<file path="src/rtl/uart_fifo_ctl_regs.svh">
// Purpose: register offsets, field positions, reset values, levels
// Assumes: 32-bit APB data, one aligned word per register
// Notes: definitions only
`ifndef UART_FIFO_CTL_REGS_SVH
`define UART_FIFO_CTL_REGS_SVH

// ----------------------------------------
// register byte offsets
// ----------------------------------------
`define FC_OFF_CTRL 8'h00
`define FC_OFF_EVT 8'h04
`define FC_OFF_MASK 8'h08
`define FC_OFF_LEVEL 8'h0C

// ----------------------------------------
// fifo_control field positions
// ----------------------------------------
`define FC_BIT_EN 0
`define FC_BIT_TXCLR 2
`define FC_BIT_DMA 3
`define FC_TXTRIG_LSB 4
`define FC_RXTRIG_LSB 6

// ----------------------------------------
// event bit positions
// ----------------------------------------
`define FC_EV_RXTRIG 0
`define FC_EV_TXLOW 1
`define FC_EV_RXTO 2
`define FC_EV_TXCLR 3

// ----------------------------------------
// reset values
// ----------------------------------------
`define FC_TRIG_RST 2'h0
`define FC_MASK_RST 4'h0

// ----------------------------------------
// fifo depth and trigger levels
// ----------------------------------------
`define FC_DEPTH 6'h20
`define FC_RXLVL0 6'h08
`define FC_RXLVL1 6'h10
`define FC_RXLVL2 6'h18
`define FC_RXLVL3 6'h1C
`define FC_TXLVL0 6'h10
`define FC_TXLVL1 6'h08
`define FC_TXLVL2 6'h18
`define FC_TXLVL3 6'h1E

`endif

</file>
<file path="src/rtl/uart_fifo_ctl_pkg.sv">
// Purpose: types shared by the fifo control block and its bench
// Assumes: fill counts run 0 to 32
// Notes: all state of the block lives in ctl_state_s
package uart_fifo_ctl_pkg;

  // fill levels and strobes from the rest of the channel
  typedef struct packed {
    logic [5:0] tx_count; // transmit fifo or holding register fill
    logic [5:0] rx_count; // receive fifo or holding register fill
    logic thr_write;      // one character loaded into transmit_holding
    logic rx_timeout;     // receive time-out pulse
  } fifo_status_s;

  // complete register state of the block
  typedef struct packed {
    logic fifo_en;
    logic dma_mode;
    logic [1:0] tx_trig;
    logic [1:0] rx_trig;
    logic txclr;
    logic tx_rdy_n;
    logic rx_rdy_n;
    logic rx_hit;
    logic tx_low;
    logic [3:0] evt;
    logic [3:0] mask;
    logic [31:0] prdata;
  } ctl_state_s;

endpackage

</file>
<file path="src/rtl/uart_fifo_ctl.sv">
// Purpose: fifo_control register, trigger levels and dma ready pins
// Assumes: fill counts and strobes come from logic on pclk
// Notes: zero-wait apb slave; read data latched in setup phase
`timescale 1ns/1ps
`include "uart_fifo_ctl_regs.svh"

module uart_fifo_ctl (
  input wire logic pclk,
  input wire logic presetn,
  input wire logic psel,
  input wire logic penable,
  input wire logic pwrite,
  input wire logic [7:0] paddr,
  input wire logic [31:0] pwdata,
  output logic [31:0] prdata,
  output logic pready,
  output logic pslverr,
  input wire uart_fifo_ctl_pkg::fifo_status_s fifo_status,
  output logic fifo_enable,
  output logic dma_mode,
  output logic transmit_fifo_clear,
  output logic rx_trig_irq,
  output logic tx_empty_irq,
  output logic tx_dma_ready_n,
  output logic rx_dma_ready_n,
  output logic irq
);

  // ----------------------------------------
  // level lookups
  // ----------------------------------------

  // receive trigger code to byte count
  function automatic logic [5:0] rx_level(input logic [1:0] sel);
    case (sel)
      2'h0: rx_level = `FC_RXLVL0;
      2'h1: rx_level = `FC_RXLVL1;
      2'h2: rx_level = `FC_RXLVL2;
      default: rx_level = `FC_RXLVL3;
    endcase
  endfunction

  // transmit trigger code to byte count
  function automatic logic [5:0] tx_level(input logic [1:0] sel);
    case (sel)
      2'h0: tx_level = `FC_TXLVL0;
      2'h1: tx_level = `FC_TXLVL1;
      2'h2: tx_level = `FC_TXLVL2;
      default: tx_level = `FC_TXLVL3;
    endcase
  endfunction

  // ----------------------------------------
  // state and decode
  // ----------------------------------------
  uart_fifo_ctl_pkg::ctl_state_s q; // registered state
  uart_fifo_ctl_pkg::ctl_state_s d; // next state
  // apb phase decode
  logic setup;     // apb setup phase
  logic access;    // apb access phase
  logic mapped;    // address hits a register
  logic ctrl_wr;   // write to fifo_control
  logic mode1;     // block dma mode in force
  // trigger compares
  logic [5:0] rx_lvl; // selected receive level
  logic [5:0] tx_lvl; // selected transmit level
  logic rx_hit;    // receive fill at or past trigger
  logic tx_low;    // transmit fill below trigger
  logic [3:0] evt_set; // events this cycle

  assign setup = psel & ~penable;
  assign access = psel & penable;
  assign mapped = (paddr == `FC_OFF_CTRL) | (paddr == `FC_OFF_EVT) |
                  (paddr == `FC_OFF_MASK) | (paddr == `FC_OFF_LEVEL);
  assign ctrl_wr = access & pwrite & (paddr == `FC_OFF_CTRL);
  assign mode1 = q.fifo_en & q.dma_mode;
  assign rx_lvl = rx_level(q.rx_trig);
  assign tx_lvl = tx_level(q.tx_trig);
  // full 0..32 range, six-bit compare
  assign rx_hit = fifo_status.rx_count >= rx_lvl;
  assign tx_low = fifo_status.tx_count < tx_lvl;

  // rising edges of the level conditions, time-out, clear done
  assign evt_set = {q.txclr, fifo_status.rx_timeout,
                    tx_low & ~q.tx_low & q.fifo_en,
                    rx_hit & ~q.rx_hit & q.fifo_en};

  // ----------------------------------------
  // next-state logic
  // ----------------------------------------

  // registers, events and dma ready tracking
  always_comb begin
    d = q;
    d.txclr = 1'b0; // clear strobe lasts one cycle
    d.rx_hit = rx_hit;
    d.tx_low = tx_low;
    // fifo_control write
    if (ctrl_wr) begin
      d.fifo_en = pwdata[`FC_BIT_EN];
      // remaining fields only with enable in the same write
      if (pwdata[`FC_BIT_EN]) begin
        d.dma_mode = pwdata[`FC_BIT_DMA];
        d.tx_trig = pwdata[`FC_TXTRIG_LSB +: 2];
        d.rx_trig = pwdata[`FC_RXTRIG_LSB +: 2];
        d.txclr = pwdata[`FC_BIT_TXCLR];
      end
    end
    // mask write
    if (access & pwrite & (paddr == `FC_OFF_MASK)) begin
      d.mask = pwdata[3:0];
    end
    // event read clears; new event wins over the clear
    if (access & ~pwrite & (paddr == `FC_OFF_EVT)) begin
      d.evt = evt_set;
    end else begin
      d.evt = q.evt | evt_set;
    end
    // read data latched at setup
    if (setup & ~pwrite) begin
      case (paddr)
        `FC_OFF_CTRL: d.prdata = {24'h000000, q.rx_trig, q.tx_trig, q.dma_mode,
                                   q.txclr, 1'b0, q.fifo_en};
        `FC_OFF_EVT: d.prdata = {28'h0000000, q.evt};
        `FC_OFF_MASK: d.prdata = {28'h0000000, q.mask};
        `FC_OFF_LEVEL: d.prdata = {14'h0000, q.rx_rdy_n, q.tx_rdy_n, 2'h0,
                                    fifo_status.rx_count, 2'h0,
                                    fifo_status.tx_count};
        default: d.prdata = 32'h00000000;
      endcase
    end
    // transmit ready
    // mode 1: full releases, at or below trigger requests, else hold
    if (mode1) begin
      if (fifo_status.tx_count == `FC_DEPTH) begin
        d.tx_rdy_n = 1'b1;
      end else if (fifo_status.tx_count <= tx_lvl) begin
        d.tx_rdy_n = 1'b0;
      end
    end else begin
      // fifo off or mode 0: a load wins over empty
      if (fifo_status.thr_write) begin
        d.tx_rdy_n = 1'b1;
      end else if (fifo_status.tx_count == 6'h00) begin
        d.tx_rdy_n = 1'b0;
      end
    end
    // receive ready
    // mode 1: empty releases, trigger or time-out requests
    if (mode1) begin
      if (fifo_status.rx_count == 6'h00) begin
        d.rx_rdy_n = 1'b1;
      end else if (rx_hit | fifo_status.rx_timeout) begin
        d.rx_rdy_n = 1'b0;
      end
    end else begin
      // fifo off or mode 0: low while anything waits
      d.rx_rdy_n = fifo_status.rx_count == 6'h00;
    end
  end

  // ----------------------------------------
  // state register
  // ----------------------------------------

  // constants only under reset
  always_ff @(posedge pclk or negedge presetn) begin
    if (!presetn) begin
      q <= '0;
      q.tx_trig <= `FC_TRIG_RST;
      q.rx_trig <= `FC_TRIG_RST;
      q.mask <= `FC_MASK_RST;
      q.tx_rdy_n <= 1'b1;
      q.rx_rdy_n <= 1'b1;
    end else begin
      q <= d;
    end
  end

  // ----------------------------------------
  // outputs
  // ----------------------------------------
  assign prdata = q.prdata;
  // zero wait states; unmapped access flags an error
  assign pready = 1'b1;
  assign pslverr = access & ~mapped;
  assign fifo_enable = q.fifo_en;
  assign dma_mode = q.dma_mode;
  assign transmit_fifo_clear = q.txclr;
  // fifo interrupt levels drop while the fifos are off
  assign rx_trig_irq = q.rx_hit & q.fifo_en;
  assign tx_empty_irq = q.tx_low & q.fifo_en;
  assign tx_dma_ready_n = q.tx_rdy_n;
  assign rx_dma_ready_n = q.rx_rdy_n;
  assign irq = |(q.evt & q.mask);
endmodule

</file>
<file path="config.mk">
export PLATFORM = sky130hd
export DESIGN_NAME = uart_fifo_ctl
export DESIGN_NICKNAME = d
export VERILOG_FILES = /design/src/rtl/uart_fifo_ctl_pkg.sv /design/src/rtl/uart_fifo_ctl.sv
export VERILOG_INCLUDE_DIRS = /design/src /design/src/rtl
export SDC_FILE = /design/constraint.sdc
export NUM_CORES = 1
export LEC_CHECK = 0
export BUFFER_PORTS_ARGS = -buffer_cell sky130_fd_sc_hd__buf_2
export CORE_ASPECT_RATIO = 2
export CORE_UTILIZATION = 30
export DETAILED_ROUTE_END_ITERATION = 6
export GPL_TIMING_DRIVEN = 0
export HOLD_SLACK_MARGIN = 0.02
export PLACE_DENSITY_LB_ADDON = 0.3
export SLEW_MARGIN = 30
export SYNTH_ARGS = -nofsm -noshare
export SYNTH_HDL_FRONTEND = slang
export SYNTH_SLANG_ARGS = --single-unit
</file>
<file path="constraint.sdc">
create_clock -name pclk -period 3.37 [get_ports pclk]
set_input_delay 0.5055 -clock pclk [delete_from_list [all_inputs] [get_ports pclk]]
set_output_delay 0.5055 -clock pclk [all_outputs]
set_load 0.05 [all_outputs]
</file>
==> out/qor.csv <==
metric;value;unit
largest family of logic cells by synthesized area;buffers and inverters;
nets;336;
Layout fillers;701;
Post-Synth XOR/XNOR Area;0;%
area of the multi-input gates;897;um2
worst-path cell chain;buf_2 -> nor2_1 -> nand3_1 -> and2_1 -> buf_2;
Tot Pwr;1.01;mW
Max Slew Vio Count;0;
Synth top area share;40.7;%
WL final;4.86;mm
Max stage delay on crit path;0.34;ns
syn avg cell area;10.6;um2
Core Area;0.00657;mm2
CTS tree;done;
first-pass GRT wire length;7.62;mm
total congestion overflow;0;
Req. time, crit path;2.86;ns
Synth area leader;dfrtp_1;
adder-cell share of the synthesized area;4.32;%
DRT antenna net count;0;
gp weighted congestion;0.846;
Cell Area, Placed;0.00248;mm2
Worst Hold Class;input port to asynchronous set/reset pin;
distinct cell type count after synthesis;40;
CTS Sinks;35;
IO Pins;101;
initial core utilization;30.9;%
Worst EP arrival;1.57;ns
Die ar.;0.00712;mm2
initial antenna violation count;0;
Finished Cell Area;0.00262;mm2
status;completed;
Via Count;1626;
placed insts;351;
Max transition margin;47.8;%
Worst VDD drop;175;uV
vias in the first global route;1561;
H-tree depth;2;
Setup Buffers After CTS;0;
LEAKAGE;1.43;nW
synth top area cells;dfrtp_1 41%, buf_4 12%, mux2_2 5.5%;
drt drc;0;
Layout area overhead;29.0;%
Critical Path Start Type;input port;
FF+latch count, synth;35;
Final setup viols;0;
Compound-Gate Fraction of Synth Area;13.6;%
worst path bufs/invs;2;
commonest non-fill, non-tap cell in the layout;buf_2;
DP HPWL;3.96;mm
PD cells;387;mW/mm2
post-DR wirelength/cell;13.5;um
Die H;118;um
CP Max Fanout;6;
kind of critical path;input port to output pin;
cts repair resizes;0;
Crit-path slowest cell;nand3_1;
router iterations before antenna repair;4;
Least-Margin Pin Slew;0.784;ns
utilization after layout;39.9;%
share of the yosys chip area belonging to registers;43.3;%
Synth Instances;191;
register area;878;um2
number of max-cap violations;0;
Post-Syn Area;0.00203;mm2
CP Capture Type;output pin;
most frequent cells in the layout;61 x buf_2, 33 x buf_4, 33 x dfrtp_1;
layout cells sized above 1;43.9;%
Root Driver;clkbuf_16;
die width;60.2;um
ANT cells;0;
min cycle time layout;2.08;ns
worst skew pair latency;0.28;ns
Final WS setup;1.29;ns
RSZ-0062 raised after global routing;no;
Hold WS;0.301;ns
# port buffers;57;
final hold vios;0;
clock slew at reported path FFs;0.05;ns
CTS Hold Buffers Added;0;
DRT iter0 DRCs;27;
vias per cell;4.53;
Inserted Clock Buffers;5;
TNS Setup;0;ns
clock buffer depth;2;
synth warn;0;
Worst path most repeated cell;buf_2;
Synth Area in Simple Gates;14.2;%
Non-Filler Instances;359;
final worst-path cycle share;61.6;%
maximum number of pins on one net before global-route repair;36;
Worst Skew;0.00417;ns
CP delay by family, top;simple AND/OR/NAND/NOR gates;
Max Clk Rate;481;MHz
pre-CTS setup slack;1.26;ns
num rows;42;
mux cell area share after synthesis;8.88;%
All-Layer GR Usage;14.8;%
==> power breakdown <==
part / internal, mW / switching, mW
clock network: 0.273 / 0.164
registers: 0.427 / 0.00496
logic: 0.0479 / 0.0959
total: 0.747 / 0.265
==> final timing paths <==
path                                           from  cells after the start  slack [ns]        endpoint
worst max-delay path                       paddr[7]                      5        1.29         pslverr
worst min-delay path                        presetn                      1        0.30       prdata[2]
worst max register to register                q[45]                      5        1.71  rx_dma_ready_n
worst min register to register  transmit_fifo_clear                      1        0.47           q[39]
max in group asynchronous                   presetn                      1        2.56           q[48]
min in group pclk                    fifo_status[0]                      2        0.42  rx_dma_ready_n
==> cell usage after synthesis <==
| library cell | number |
|---|---|
| and3_1 | 2 |
| nand3_1 | 6 |
| nor4b_1 | 1 |
| nor4_1 | 1 |
| nor3_4 | 1 |
| buf_6 | 1 |
| o41ai_1 | 1 |
| conb_1 | 2 |
| inv_1 | 7 |
| mux4_2 | 3 |
| a22o_1 | 12 |
| nor3_1 | 1 |
| mux2_2 | 10 |
| nor2b_1 | 2 |
| ha_1 | 7 |
| or3b_1 | 1 |
| dfrtp_1 | 33 |
| a21boi_0 | 1 |
| and4_1 | 1 |
| nand2_1 | 13 |
| and2_1 | 6 |
| a32o_1 | 2 |
| o31ai_1 | 2 |
| buf_4 | 33 |
| clkbuf_2 | 1 |
| o21ai_0 | 5 |
| a211o_1 | 1 |
| nor3b_4 | 1 |
| o22ai_1 | 2 |
| nor2_1 | 12 |
| and4b_1 | 1 |
| or4_1 | 1 |
| dfstp_2 | 2 |
| a22oi_1 | 4 |
| a21oi_1 | 1 |
| a21o_1 | 3 |
| buf_2 | 4 |
| a211oi_1 | 1 |
| nand4_1 | 2 |
| o31a_1 | 1 |
==> cells by family after synthesis <==
| logic type | count (synthesis) |
|---|---|
| AOI/OAI and AO/OA | 36 |
| adders and majority gates | 7 |
| buffers and inverters | 46 |
| DFF | 35 |
| muxes | 13 |
| other | 2 |
| and+or+nand+nor | 52 |
==> final cells by class <==
| cell class | instances | share of cell area (%) |
|---|---|---|
| Multi-Input combinational cell | 125 | 34.3 |
| Tap cell | 88 | 4.20 |
| Buffer | 39 | 10.8 |
| Sequential cell | 35 | 33.5 |
| Inverter | 7 | 1.00 |
| Clock inverter | 1 | 0.191 |
| Timing Repair Buffer | 57 | 10.9 |
| Clock buffer | 7 | 5.06 |
==> per-layer routing <==
| metal | vias up | GRT usage, % | wire length [um] |
|---|---|---|---|
| li1 | 788 | - | - |
| met1 | 783 | 14.6 | 1720 |
| met2 | 48 | 27.6 | 2860 |
| met3 | 7 | 2.95 | 179 |
| met4 | 0 | 6.54 | 102 |
| met5 | - | 0 | 0 |
==> worst register-to-register path: stages (launching register included) <==
cell      delay, ns
dfrtp_1        0.40
and2_1         0.17
ha_1           0.26
a21boi_0       0.19
o21ai_0        0.20
o41ai_1        0.33
==> sequential cells by signal, indices dropped and copies added, names as in the netlist <==
name and cells:
dma_mode 1, fifo_enable 1, prdata 16, q 14, rx_dma_ready_n 1, transmit_fifo_clear 1
tx_dma_ready_n 1
No activity file was read; power rests on OpenSTA's default activity.
